===== config.mk =====
export PLATFORM = sky130hd
export DESIGN_NAME = led_scan_shutdown_blanking
export DESIGN_NICKNAME = d
export VERILOG_FILES = /design/src/rtl/led_scan_pkg.sv /design/src/rtl/seg_decoder.sv /design/src/rtl/led_scan_shutdown_blanking.sv
export SDC_FILE = /design/constraint.sdc
export NUM_CORES = 1
export LEC_CHECK = 0
export ABC_AREA = 1
export BUFFER_PORTS_ARGS = -buffer_cell sky130_fd_sc_hd__buf_2
export CAP_MARGIN = 0
export CELL_PAD_IN_SITES_DETAIL_PLACEMENT = 1
export CELL_PAD_IN_SITES_GLOBAL_PLACEMENT = 2
export CORE_ASPECT_RATIO = 0.7
export CORE_MARGIN = 10
export CORE_UTILIZATION = 35
export CTS_CLUSTER_DIAMETER = 80
export DETAILED_ROUTE_END_ITERATION = 16
export PLACE_DENSITY = 0.85
export SYNTH_ARGS = -nofsm -noshare
export SYNTH_HDL_FRONTEND = slang
export SYNTH_SLANG_ARGS = --single-unit

===== constraint.sdc =====
create_clock -name clk_sys -period 4.8 [get_ports clk_sys]
set_input_delay 0.48 -clock clk_sys [delete_from_list [all_inputs] [get_ports clk_sys]]
set_output_delay 0.48 -clock clk_sys [all_outputs]
set_load 0.01 [all_outputs]

===== src/rtl/led_scan_pkg.sv =====
package led_scan_pkg;

   // Clock and scan oscillator
   localparam int unsigned CLK_MHZ        = 100;
   localparam int unsigned TICK_US        = 1;
   localparam int unsigned TICK_CYCLES    = CLK_MHZ * TICK_US;
   localparam int unsigned DIGIT_ON_US    = 320;
   localparam int unsigned GAP_US         = 10;
   localparam int unsigned GAP_MIN_US     = 2;
   localparam int unsigned DIGIT_ON_TICKS = DIGIT_ON_US / TICK_US;
   localparam int unsigned GAP_TICKS      = GAP_US / TICK_US;
   localparam int unsigned GAP_MIN_TICKS  = (GAP_MIN_US + TICK_US - 1) / TICK_US;
   localparam int unsigned TICK_CNT_W     = 10;
   localparam int unsigned DIV_CNT_W      = 16;

   // Display memory
   localparam int unsigned DIGITS   = 8;
   localparam int unsigned ADDR_W   = 3;
   localparam int unsigned DATA_W   = 8;
   localparam int unsigned SEG_W    = 7;

   // Control word fields
   localparam int unsigned CTRL_ADDR_LSB    = 0;
   localparam int unsigned CTRL_POWER_ON    = 4;
   localparam int unsigned CTRL_DECODE      = 5;
   localparam int unsigned CTRL_HEX         = 6;
   localparam int unsigned CTRL_DATA_COMING = 7;
   localparam logic [7:0]  CTRL_RESET       = 8'h70;

   // Data byte fields
   localparam int unsigned POINT_BIT = 7;
   localparam int unsigned CODE_W    = 4;
   localparam logic [7:0]  DATA_RESET = 8'hff;
   localparam logic [7:0]  RANDOM_KEEP = 8'h8f;

   // Raw segment mode bit positions
   localparam int unsigned RAW_A = 6;
   localparam int unsigned RAW_B = 5;
   localparam int unsigned RAW_C = 4;
   localparam int unsigned RAW_E = 3;
   localparam int unsigned RAW_G = 2;
   localparam int unsigned RAW_F = 1;
   localparam int unsigned RAW_D = 0;

   // Scan order, position 0 in the low bits: digits 2,5,1,7,8,6,4,3
   localparam logic [23:0] SCAN_ORDER = {3'h2, 3'h3, 3'h5, 3'h7, 3'h6, 3'h0, 3'h4, 3'h1};

   typedef enum logic [1:0] {
      FMT_HEX   = 2'h0,
      FMT_CODEB = 2'h1,
      FMT_RAW   = 2'h2
   } fmt_t;

   typedef enum logic [1:0] {
      ST_STANDBY = 2'h0,
      ST_GAP     = 2'h1,
      ST_SETUP   = 2'h2,
      ST_ON      = 2'h3
   } scan_state_t;

endpackage


===== src/rtl/seg_decoder.sv =====
`timescale 1ns/1ps
module seg_decoder (
   input  wire logic [7:0]         data,
   input  led_scan_pkg::fmt_t      fmt,
   output logic      [6:0]         seg,
   output logic                    point
);
   logic [3:0] code;

   assign code = data[led_scan_pkg::CODE_W-1:0];

   always_comb begin
      seg   = 7'h00;
      point = ~data[led_scan_pkg::POINT_BIT];
      case (fmt)
         led_scan_pkg::FMT_RAW: begin
            seg[0] = data[led_scan_pkg::RAW_A];
            seg[1] = data[led_scan_pkg::RAW_B];
            seg[2] = data[led_scan_pkg::RAW_C];
            seg[3] = data[led_scan_pkg::RAW_D];
            seg[4] = data[led_scan_pkg::RAW_E];
            seg[5] = data[led_scan_pkg::RAW_F];
            seg[6] = data[led_scan_pkg::RAW_G];
         end
         led_scan_pkg::FMT_HEX: begin
            case (code)
               4'h0: seg = 7'h3f;
               4'h1: seg = 7'h06;
               4'h2: seg = 7'h5b;
               4'h3: seg = 7'h4f;
               4'h4: seg = 7'h66;
               4'h5: seg = 7'h6d;
               4'h6: seg = 7'h7d;
               4'h7: seg = 7'h07;
               4'h8: seg = 7'h7f;
               4'h9: seg = 7'h6f;
               4'ha: seg = 7'h77;
               4'hb: seg = 7'h7c;
               4'hc: seg = 7'h39;
               4'hd: seg = 7'h5e;
               4'he: seg = 7'h79;
               default: seg = 7'h71;
            endcase
         end
         default: begin
            case (code)
               4'h0: seg = 7'h3f;
               4'h1: seg = 7'h06;
               4'h2: seg = 7'h5b;
               4'h3: seg = 7'h4f;
               4'h4: seg = 7'h66;
               4'h5: seg = 7'h6d;
               4'h6: seg = 7'h7d;
               4'h7: seg = 7'h07;
               4'h8: seg = 7'h7f;
               4'h9: seg = 7'h6f;
               4'ha: seg = 7'h40;
               4'hb: seg = 7'h79;
               4'hc: seg = 7'h76;
               4'hd: seg = 7'h38;
               4'he: seg = 7'h73;
               default: seg = 7'h00;
            endcase
         end
      endcase
   end
endmodule // seg_decoder


===== src/rtl/led_scan_shutdown_blanking.sv =====
`timescale 1ns/1ps
module led_scan_shutdown_blanking #(
   parameter int unsigned TICK_DIV = led_scan_pkg::TICK_CYCLES
) (
   input  wire logic                                   clk_sys,
   input  wire logic                                   resetn,
   input  wire logic                                   random_access,
   input  wire logic                                   format_pin_high,
   input  wire logic                                   format_pin_low,
   input  wire logic                                   wr_strobe,
   input  wire logic                                   wr_control,
   input  wire logic [led_scan_pkg::ADDR_W-1:0]        wr_addr,
   input  wire logic [led_scan_pkg::DATA_W-1:0]        wr_data,
   output logic      [led_scan_pkg::DIGITS-1:0]        digit_strobe_outputs,
   output logic      [led_scan_pkg::SEG_W-1:0]         segment_outputs,
   output logic                                        point_output,
   output logic                                        standby_active,
   output logic                                        load_active
);
   logic [1:0]                          rst_pipe;
   logic                                rst_n;
   logic [1:0]                          pin_high_pipe;
   logic [1:0]                          pin_low_pipe;
   logic                                pin_high;
   logic                                pin_low;
   logic [led_scan_pkg::DATA_W-1:0]     ctrl;
   logic                                seq_active;
   logic                                seq_locked;
   logic [led_scan_pkg::ADDR_W-1:0]     seq_idx;
   logic [led_scan_pkg::DATA_W-1:0]     mem [led_scan_pkg::DIGITS];
   logic                                standby;
   led_scan_pkg::fmt_t                  fmt;
   logic [led_scan_pkg::DIV_CNT_W-1:0]  div_cnt;
   logic                                tick;
   led_scan_pkg::scan_state_t           state;
   logic [led_scan_pkg::TICK_CNT_W-1:0] tick_cnt;
   logic [led_scan_pkg::ADDR_W-1:0]     pos;
   logic [led_scan_pkg::ADDR_W-1:0]     cur_digit;
   logic                                blank_n;
   logic [led_scan_pkg::SEG_W-1:0]      dec_seg;
   logic                                dec_point;
   logic                                data_wr;
   logic [led_scan_pkg::ADDR_W-1:0]     wr_index;
   logic [led_scan_pkg::DATA_W-1:0]     wr_value;

   localparam logic [led_scan_pkg::TICK_CNT_W-1:0] GAP_LAST =
      led_scan_pkg::TICK_CNT_W'(led_scan_pkg::GAP_TICKS - 1);
   localparam logic [led_scan_pkg::TICK_CNT_W-1:0] ON_LAST =
      led_scan_pkg::TICK_CNT_W'(led_scan_pkg::DIGIT_ON_TICKS - 1);
   localparam logic [led_scan_pkg::DIV_CNT_W-1:0] DIV_LAST =
      led_scan_pkg::DIV_CNT_W'(TICK_DIV - 1);

   // Reset release
   always_ff @(posedge clk_sys or negedge resetn) begin
      if (!resetn) begin
         rst_pipe <= 2'h0;
      end else begin
         rst_pipe <= {rst_pipe[0], 1'b1};
      end
   end
   assign rst_n = rst_pipe[1];

   // Three-level pin comparators come from outside the clock domain
   always_ff @(posedge clk_sys or negedge rst_n) begin
      if (!rst_n) begin
         pin_high_pipe <= 2'h0;
         pin_low_pipe  <= 2'h0;
      end else begin
         pin_high_pipe <= {pin_high_pipe[0], format_pin_high};
         pin_low_pipe  <= {pin_low_pipe[0], format_pin_low};
      end
   end
   assign pin_high = pin_high_pipe[1];
   assign pin_low  = pin_low_pipe[1];

   // Control word latch
   always_ff @(posedge clk_sys or negedge rst_n) begin
      if (!rst_n) begin
         ctrl <= led_scan_pkg::CTRL_RESET;
      end else if (wr_strobe && wr_control && !random_access) begin
         ctrl <= wr_data;
      end
   end

   // Sequential load bookkeeping
   always_ff @(posedge clk_sys or negedge rst_n) begin
      if (!rst_n) begin
         seq_active <= 1'b0;
         seq_locked <= 1'b0;
         seq_idx    <= '0;
      end else if (wr_strobe && wr_control && !random_access) begin
         seq_active <= wr_data[led_scan_pkg::CTRL_DATA_COMING];
         seq_locked <= 1'b0;
         seq_idx    <= '0;
      end else if (wr_strobe && !wr_control && !random_access && seq_active) begin
         seq_idx <= seq_idx + 3'h1;
         if (seq_idx == 3'h7) begin
            seq_active <= 1'b0;
            seq_locked <= 1'b1;
         end
      end
   end

   // Write address and value for each variant
   always_comb begin
      data_wr  = wr_strobe && !wr_control;
      wr_index = wr_addr;
      wr_value = wr_data & led_scan_pkg::RANDOM_KEEP;
      if (!random_access) begin
         data_wr  = wr_strobe && !wr_control && !seq_locked;
         wr_index = seq_active ? seq_idx : ctrl[led_scan_pkg::CTRL_ADDR_LSB +: 3];
         wr_value = wr_data;
      end
   end

   // Display memory, written regardless of standby
   genvar g;
   generate
      for (g = 0; g < led_scan_pkg::DIGITS; g++) begin : g_mem
         always_ff @(posedge clk_sys or negedge rst_n) begin
            if (!rst_n) begin
               mem[g] <= led_scan_pkg::DATA_RESET;
            end else if (data_wr && wr_index == 3'(g)) begin
               mem[g] <= wr_value;
            end
         end
      end
   endgenerate

   // Standby and format selection
   always_comb begin
      if (random_access) begin
         standby = pin_low;
         fmt     = pin_high ? led_scan_pkg::FMT_HEX : led_scan_pkg::FMT_CODEB;
      end else begin
         standby = !ctrl[led_scan_pkg::CTRL_POWER_ON];
         if (!ctrl[led_scan_pkg::CTRL_DECODE]) begin
            fmt = led_scan_pkg::FMT_RAW;
         end else if (ctrl[led_scan_pkg::CTRL_HEX]) begin
            fmt = led_scan_pkg::FMT_HEX;
         end else begin
            fmt = led_scan_pkg::FMT_CODEB;
         end
      end
   end

   // Scan oscillator, stopped in standby
   always_ff @(posedge clk_sys or negedge rst_n) begin
      if (!rst_n) begin
         div_cnt <= '0;
         tick    <= 1'b0;
      end else if (standby) begin
         div_cnt <= '0;
         tick    <= 1'b0;
      end else if (div_cnt == DIV_LAST) begin
         div_cnt <= '0;
         tick    <= 1'b1;
      end else begin
         div_cnt <= div_cnt + 16'h1;
         tick    <= 1'b0;
      end
   end

   // Scan sequencer
   always_ff @(posedge clk_sys or negedge rst_n) begin
      if (!rst_n) begin
         state    <= led_scan_pkg::ST_STANDBY;
         tick_cnt <= '0;
         pos      <= '0;
      end else if (standby) begin
         state    <= led_scan_pkg::ST_STANDBY;
         tick_cnt <= '0;
         pos      <= '0;
      end else begin
         case (state)
            led_scan_pkg::ST_STANDBY: begin
               state    <= led_scan_pkg::ST_GAP;
               tick_cnt <= '0;
            end
            led_scan_pkg::ST_GAP: begin
               if (tick) begin
                  if (tick_cnt == GAP_LAST) begin
                     state    <= led_scan_pkg::ST_SETUP;
                     tick_cnt <= '0;
                  end else begin
                     tick_cnt <= tick_cnt + 10'h1;
                  end
               end
            end
            led_scan_pkg::ST_SETUP: begin
               state <= led_scan_pkg::ST_ON;
            end
            led_scan_pkg::ST_ON: begin
               if (tick) begin
                  if (tick_cnt == ON_LAST) begin
                     state    <= led_scan_pkg::ST_GAP;
                     tick_cnt <= '0;
                     pos      <= pos + 3'h1;
                  end else begin
                     tick_cnt <= tick_cnt + 10'h1;
                  end
               end
            end
            default: begin
               state    <= led_scan_pkg::ST_GAP;
               tick_cnt <= '0;
            end
         endcase
      end
   end

   assign cur_digit = led_scan_pkg::SCAN_ORDER[pos*3 +: 3];
   assign blank_n = !standby && (state == led_scan_pkg::ST_SETUP ||
                                 state == led_scan_pkg::ST_ON);

   seg_decoder u_dec (
      .data  (mem[cur_digit]),
      .fmt   (fmt),
      .seg   (dec_seg),
      .point (dec_point)
   );

   // Output drivers
   always_ff @(posedge clk_sys or negedge rst_n) begin
      if (!rst_n) begin
         segment_outputs <= '0;
         point_output    <= 1'b0;
      end else if (!blank_n || seq_active) begin
         segment_outputs <= '0;
         point_output    <= 1'b0;
      end else begin
         segment_outputs <= dec_seg;
         point_output    <= dec_point;
      end
   end

   always_ff @(posedge clk_sys or negedge rst_n) begin
      if (!rst_n) begin
         digit_strobe_outputs <= '0;
      end else if (blank_n && state == led_scan_pkg::ST_ON) begin
         digit_strobe_outputs <= 8'h01 << cur_digit;
      end else begin
         digit_strobe_outputs <= '0;
      end
   end

   always_ff @(posedge clk_sys or negedge rst_n) begin
      if (!rst_n) begin
         standby_active <= 1'b0;
         load_active    <= 1'b0;
      end else begin
         standby_active <= standby;
         load_active    <= seq_active;
      end
   end

   // Checking helpers
   logic [15:0] dark_run;
   logic [15:0] on_run;
   always_ff @(posedge clk_sys or negedge rst_n) begin
      if (!rst_n) begin
         dark_run <= '0;
         on_run   <= '0;
      end else begin
         dark_run <= (digit_strobe_outputs == '0) ? dark_run + 16'h1 : '0;
         on_run   <= (digit_strobe_outputs != '0) ? on_run + 16'h1 : '0;
      end
   end

   a_standby_dark: assert property (@(posedge clk_sys) disable iff (!rst_n)
      $past(standby) && standby |-> digit_strobe_outputs == '0 && segment_outputs == '0
                                   && !point_output && !tick)
      else $error("drivers or oscillator active in standby");

   a_write_standby: assert property (@(posedge clk_sys) disable iff (!rst_n)
      standby && data_wr |=> mem[$past(wr_index)] == $past(wr_value))
      else $error("write lost in standby");

   a_ctrl_standby: assert property (@(posedge clk_sys) disable iff (!rst_n)
      wr_strobe && wr_control && !random_access && !wr_data[led_scan_pkg::CTRL_POWER_ON]
      ##1 !random_access |-> ##1 state == led_scan_pkg::ST_STANDBY)
      else $error("control word did not enter standby");

   a_pin_standby: assert property (@(posedge clk_sys) disable iff (!rst_n)
      random_access && pin_low |=> state == led_scan_pkg::ST_STANDBY || !random_access)
      else $error("pin low did not enter standby");

   a_gap_min: assert property (@(posedge clk_sys) disable iff (!rst_n)
      $rose(digit_strobe_outputs != '0) && $past(dark_run) != $past(dark_run, 2)
      |-> $past(dark_run) >= 16'(led_scan_pkg::GAP_MIN_TICKS * TICK_DIV))
      else $error("blanking gap too short");

   a_gap_dark: assert property (@(posedge clk_sys) disable iff (!rst_n)
      digit_strobe_outputs == '0 && $past(digit_strobe_outputs) != '0
      |-> segment_outputs == '0 && !point_output)
      else $error("segments lit during gap");

   a_setup_first: assert property (@(posedge clk_sys) disable iff (!rst_n)
      $rose(digit_strobe_outputs != '0) |-> $stable(segment_outputs) && $stable(point_output))
      else $error("segments changed as digit enabled");

   a_scan_order: assert property (@(posedge clk_sys) disable iff (!rst_n)
      state == led_scan_pkg::ST_ON && $past(state) == led_scan_pkg::ST_SETUP && pos == 3'h0
      |-> cur_digit == 3'h1)
      else $error("scan does not start at digit 2");

   a_on_length: assert property (@(posedge clk_sys) disable iff (!rst_n)
      $fell(digit_strobe_outputs != '0) && !$past(standby)
      |-> on_run == 16'(led_scan_pkg::DIGIT_ON_TICKS * TICK_DIV - 1))
      else $error("digit on time wrong");

   a_blank_standby: assert property (@(posedge clk_sys) disable iff (!rst_n)
      standby || standby_active |-> !blank_n)
      else $error("blanking released in standby");

   a_restart_gap: assert property (@(posedge clk_sys) disable iff (!rst_n)
      state == led_scan_pkg::ST_STANDBY && !standby |=> state == led_scan_pkg::ST_GAP
      && pos == 3'h0 ##1 digit_strobe_outputs == '0)
      else $error("scan did not restart with a gap");

endmodule // led_scan_shutdown_blanking


* Word-level counts from Yosys, hierarchy flattened
Memories as Yosys holds them, arrays and structs flattened.
Cells that the tools add are included.
** Word-level totals
- Flip-flop bits (word level) :: 132
- Bits in latches :: 0
- Bits in writable memories :: 0
- Bits in read-only memories :: 224
- Output and inout port bits :: 18
- Memories :: 2
** Operators by class
- $add $sub $neg :: 4
- $mul :: 1
- Div/mod/pow operators :: 0
- Order comparisons :: 1
- Eq/ne operators :: 19
- Shifts and indexed selects :: 2
- Muxes and demuxes :: 44
- Bitwise logic cells :: 2
- Reduce and logical (&&, ||, !) cells :: 37
** Memories
- (name not given) :: words 16, width 7, rd ports 1, clocked after Yosys merged registers in 0, wr ports 0, line seg_decoder.sv:26 : case (code)
- (name not given) :: words 16, width 7, rd ports 1, clocked after Yosys merged registers in 0, wr ports 0, line seg_decoder.sv:46 : case (code)
** Operators with widths (number)
- $mux W10 :: 5
- $mux W16 :: 2
- $pmux W10 S3 :: 1
- $bmux W8 S3 :: 1
- $mux W3 :: 8
- $mux W8 :: 3
- $shiftx A24 B6 Y3 const A :: 1
- $add A16 B1 Y16 const B :: 1
- $eq A16 B7 Y1 const B :: 1
- $logic_and A1 B1 Y1 :: 16
- $eq A3 B3 Y1 const B :: 5
- $mux W2 :: 7
- $mux W7 :: 2
- $pmux W7 S2 :: 1
- $mux W1 :: 13
- $ne A3 B3 Y1 const B :: 4
- $add A10 B1 Y10 const B :: 1
- $eq A10 B4 Y1 const B :: 1
- $eq A10 B9 Y1 const B :: 1
- $reduce_bool A2 Y1 :: 5
- $pmux W2 S4 :: 1
- $shl A1 B3 Y8 const A :: 1
- $add A3 B1 Y3 const B :: 2
- $eq A2 B2 Y1 const B :: 3
- 15 further kinds :: 24

* Depth between registers and ports, before layout
An unclocked memory read counts as a cell.
- Depth in word-level cells :: 9
- Mapped depth :: 21
- Gate-level depth less buffers :: 20

* Hierarchy
Synthesis repeated with hierarchy kept, for this count alone.
** Second synthesis, totals
- Cells, all modules :: 878
- Area, all modules :: 6890.4 um^2
** By module, submodules not included
- led_scan_shutdown_blanking :: instances 1, cells each 783, area each 6392.4 um^2, seq. area each 3362.0 um^2
- seg_decoder :: instances 1, cells each 95, area each 498.0 um^2, seq. area each 0.0 um^2

* Worst setup path before layout
No wires, ideal clock.
- Path type :: register to register
- Start point :: register pos[0] (netlist bit)
- End point :: register segment_outputs[3] (netlist bit)
- Library setup time :: 0.115 ns
- Arrival :: 2.163 ns
- Data required time :: 4.685 ns
- Setup slack :: 2.522 ns
- Cell stages (with the launch flop) :: 19
- Clock period less this slack :: 2.278 ns
- Path through :: dfrtp_1 inv_1 ha_1 inv_1 nand2_2 nand2_2 buf_6 buf_8 nand2_2 nand3_1 nand3_1 nand2_2 ha_1 nand3_1 nand3_1 nand2_1 nand2_1 nand2_1 nor2_1
** Between the ends
- Cells in the longest elaborated chain, start to end :: 9
** Ends and longest elaborated chain
- start, declared :: line led_scan_shutdown_blanking.sv:37 : logic [led_scan_pkg::ADDR_W-1:0] pos;
- start signal, assigned :: line led_scan_shutdown_blanking.sv:198 : pos <= pos + 3'h1;
- $mul A3 B2 Y5 * :: line led_scan_shutdown_blanking.sv:212 : assign cur_digit = led_scan_pkg::SCAN_ORDER[pos*3 +: 3];
- $shiftx A24 B6 Y3 * :: line led_scan_shutdown_blanking.sv:212
- $not A3 Y4 (implied by the code) * :: line led_scan_shutdown_blanking.sv:217 : .data (mem[cur_digit]),
- $bmux W8 S3 * :: line led_scan_shutdown_blanking.sv:217
- $mux W8 (implied by the code) * (2 in series) :: line led_scan_shutdown_blanking.sv:217
- $mem_v2 Z16 W7 (on tied branches)
- $pmux W7 S2 * :: line seg_decoder.sv:15 : case (fmt)
- $mux W7 * :: line led_scan_shutdown_blanking.sv:228 : end else if (!blank_n || seq_active) begin
- end signal, assigned :: line led_scan_shutdown_blanking.sv:232 : segment_outputs <= dec_seg;
- end, declared :: line led_scan_shutdown_blanking.sv:15 : output logic [led_scan_pkg::SEG_W-1:0] segment_outputs,
Every way passes the cells marked *; elsewhere a longest branch is shown, timed or not. The select of a mux whose other input is x is not followed.
A chain may end at the register's enable or synchronous reset.

* Worst setup path after layout
- Start point :: register pos[1] (netlist bit)
- End point :: register segment_outputs[1] (netlist bit)
Same word-level chain as after synthesis.

==> metrics.md <==
| Metric | Value |
|---|---|
| Number of filler cells placed in the layout | 2221 |
| Floorplan die height | 135.1 um |
| Total wire length | 19.05 mm |
| CTS tree | yes |
| Register area share after synthesis | 0.5075 |
| Fraction of layout cells with a size suffix above 1 | 0.1869 |
| Area leader, netlist | dfstp_2 |
| Number of clock buffers inserted by TritonCTS | 17 |
| Starting density of the core | 0.3618 |
| Multiplexer area fraction after synthesis | 0 |
| Crit. Startpoint | pos[1] |
| Data arrival at the endpoint of the critical path | 3420 ps |
| Top Layer Used | met4 |
| Psw | 0.001329 W |
| Synth top area share | 0.2657 |
| Unrepaired setup endpoints after global routing | no |
| Critical register-to-register path startpoint | pos[1] |
| Post-Route Hold Slack | 157.1 ps |
| Violation count after the first detailed-routing iteration | 324 |
| Worst r2r path cells | 16 |
| Maximum clock rate | 0.3269 GHz |
| Total inserted antenna cells | 0 |
| Reg clk slew, reported paths | 60 ps |
| VDD IR max | 0.2616 mV |
| Longest Clk Path Bufs | 2 |
| Combinational family with the most area after synthesis | simple AND/OR/NAND/NOR gates |
| Sum of routed wire segments on met1 | 10.23 mm |
| Via count of the first global-routing pass | 6009 |
| Cell count after synthesis | 817 |
| Share of the cycle needed by the critical path after routing | 0.6373 |
| Sequential cell fraction of total power | 0.442 |
| Post-synthesis share of cell area spent on xor and xnor gates | 0.007932 |
| Max-Cap Viols | 0 |
| CP Capture Type | register |
| Area of the mapped netlist | 6625 um2 |
| Clock power share | 0.315 |
| Synth Net Count | 853 |
| Number of endpoints failing setup at the final stage | 0 |
| Peak fanout along the critical path | 22 |
| Transition at the pin with the smallest max-transition slack | 869.7 ps |
| Compound-Gate Fraction of Synth Area | 0.1239 |
| Largest net degree at the start of global routing | 67 |
| Post-route DRC violation count | 0 |
| Average wire per cell in the routed design | 17.27 um |
| Net switching fraction of the power | 0.3433 |
| Post-route setup TNS | 0 ps |
| Result of the run | finished clean |
| Aggregate global routing overflow | 0 |
| Maximum clock skew at final layout | 6.345 ps |
| Power Internal | 0.002543 W |
| Die Outline Area | 24920 um2 |
| DP HPWL | 13.29 mm |
| Share of async-settable or async-resettable flops after synthesis | 1.000 |
| Met2 wire len | 7.897 mm |
| Number of antenna-violating nets in the routed design | 0 |
| Routability Congestion | 0.8947 |
| Number of flops mapped to enable cells by yosys | 0 |
| Met3 wire length | 763 um |
| Final Hold Vio Count | 0 |
| Syn-to-layout area delta | 13.90% |
| Clock network latency to the later pin of the worst-skew pair | 430 ps |
| Hold/Removal Path Class | in -> reg |
| Yosys reg bits | 131 |
| Chip Width | 184.4 um |
| Hold-critical path depth | 1 |
| Yosys Warn Count | 0 |
| Library cell with the highest instance count after synthesis | nand2_1 |
| Reg-to-reg endpoint | segment_outputs[1] |
| TritonCTS Sinks | 131 |
| Hold Path Sink | pin_low_pipe[0] |
| Via count normalized by instance count | 5.050 |
| Power density relative to cell area | 513.2 nW/um2 |
| GRT Util Overall | 0.1620 |
| Type of the setup path with the least slack | reg -> reg |
| Simple logic cell fraction of the synthesized area | 0.2506 |
| Main flop type after synthesis | dfstp_2 |
| Crit path time final | 3059 ps |
| Launching element type of the critical path | register |
| Fraction of the mapped netlist area in adder cells | 0.03399 |
| Final number of max-transition violations | 0 |
| Cells taking the most area after synthesis | dfstp_2 (27%), dfrtp_1 (24%), nand2_1 (13%) |
| Overall via count from detail_route | 5570 |
| Pleak | 3.479 nW |
| Global-route wire length before repair | 32.02 mm |
| CTS Hold Bufs | 1 |
| # Post-CTS Setup Buffers | 0 |
| Register-to-register setup slack | 1740 ps |
| Start point of the worst hold path | format_pin_low |
| Post-cts sizing count | 0 |
| Most used standard cells in the synthesized netlist | nand2_1 (230), o21ai_0 (102), inv_1 (92) |
| Headroom to the max-slew limit | 0.4202 |
| Number of rows in the core area | 41 |
| Mean post-synth cell area | 8.109 um2 |
| Core footprint | 18310 um2 |
| Nets | 890 |
| Required time at the endpoint of the critical path | 5160 ps |
| CTS root buf | clkbuf_16 |
| Number of distinct standard cells referenced by the synthesized netlist | 42 |
| Combinational Power Share | 0.243 |
| Depth of the CTS H-tree | 4 |
| Boundary Pins | 36 |
| Number of antenna violations at the first check in global routing | 0 |
| Number of buffer cells added on primary ports | 35 |
| Router iterations before antenna repair | 5 |
worst max path at each step:
stage | end | slack, ps | depth (start not counted)
finish | segment_outputs[1] | 1740 | 16
global route | segment_outputs[3] | 1360 | 17
detailed placement | segment_outputs[1] | 1800 | 16
CTS | segment_outputs[1] | 1700 | 16
global placement | segment_outputs[3] | 1900 | 15
floorplan | ctrl[0] | 1000 | 0
sequential cells by signal, indices dropped and copies added (netlist names), 3 cells and up:
| register | count |
|---|---|
| ctrl | 6 |
| pos | 3 |
| segment_outputs | 7 |
| div_cnt | 16 |
| mem | 64 |
| seq_idx | 3 |
| digit_strobe_outputs | 8 |
| tick_cnt | 10 |
critical path, cell delays in order (launching register included):
cell	delay, ps
dfrtp_1	430
ha_1	220
inv_1	130
nand2_1	110
nand2_1	630
nand2_1	100
nand3_1	120
nand2_1	80
o21ai_2	300
ha_1	320
nand3_1	120
inv_1	80
nand2_1	70
nand2_1	60
nand2_1	60
nand2_1	50
nor2_1	100
metal layers:
metal  vias to the layer above  track usage
li1                       2716            -
met1                      2762       0.2359
met2                        81       0.2338
met3                        11      0.03912
met4                         0      0.03993
met5                         -            0
cell usage in the layout, fill, tap and decap left out, types with 2 or more instances in the layout:
cell,Yosys,routed
buf_4,2,3
nand2_1,230,230
nor4_1,4,4
xnor2_1,2,2
nand3_2,2,2
clkinv_4,0,6
o21a_1,2,2
nand3b_1,4,4
inv_2,6,6
inv_6,0,2
o22ai_1,5,5
ha_1,18,18
a21oi_1,24,24
nand2_2,9,9
o211ai_1,4,4
nor3b_1,3,3
o31ai_1,2,2
or2_2,3,3
inv_1,92,92
clkinv_2,0,3
dfstp_2,67,67
dfrtp_1,64,63
nor3_1,12,12
o221ai_1,3,3
xor2_1,4,4
o21ai_0,102,102
nor2_1,56,56
nand4_1,3,3
clkbuf_16,0,17
buf_2,4,35
nand3_1,61,61
a31oi_1,3,3
power groups by stage:
stage                     Clock (W)  Sequential [W]  Combinational, W
after floorplan                   0         0.00168          0.000714
after global placement            0         0.00172          0.000906
after detailed placement          0         0.00173          0.000928
after CTS                   0.00124         0.00172          0.000946
after global routing        0.00130         0.00176           0.00111
final                       0.00122         0.00171          0.000942
through the flow:
step           power [W]  worst slack [ps]  utilization  instances  area, um2
2_1_floorplan   0.002392             997.1            -        817       6625
4_1_cts         0.003900              1702       0.4120       1103       7546
6_report        0.003872              1741       0.4120       1103       7546
3_5_place_dp    0.002657              1797       0.3816       1070       6989
3_3_place_gp    0.002625              1905       0.3816       1070       6989
5_1_grt         0.004161              1357       0.4120       1103       7546
cells by family after synthesis:
kind of cell / count (synthesis)
AND/OR/NAND/NOR: 391
AO/OA/AOI/OAI: 151
flip-flops: 131
buffers and inverters: 119
adder cells (fa/ha/maj): 18
XOR/XNOR: 6
other: 1
layout make-up:
cell class              instances  area, um2  area share
repair buffers                 39      207.7     0.02752
flip-flops and latches        131       3366      0.4460
clock buffers                  19      442.9     0.05870
multi-input cells             567       2763      0.3661
inverters                      98      367.9     0.04875
clock inverters                13      103.9     0.01376
well taps                     236      295.3     0.03913
Note: power is estimated with default switching activity, not from simulation.
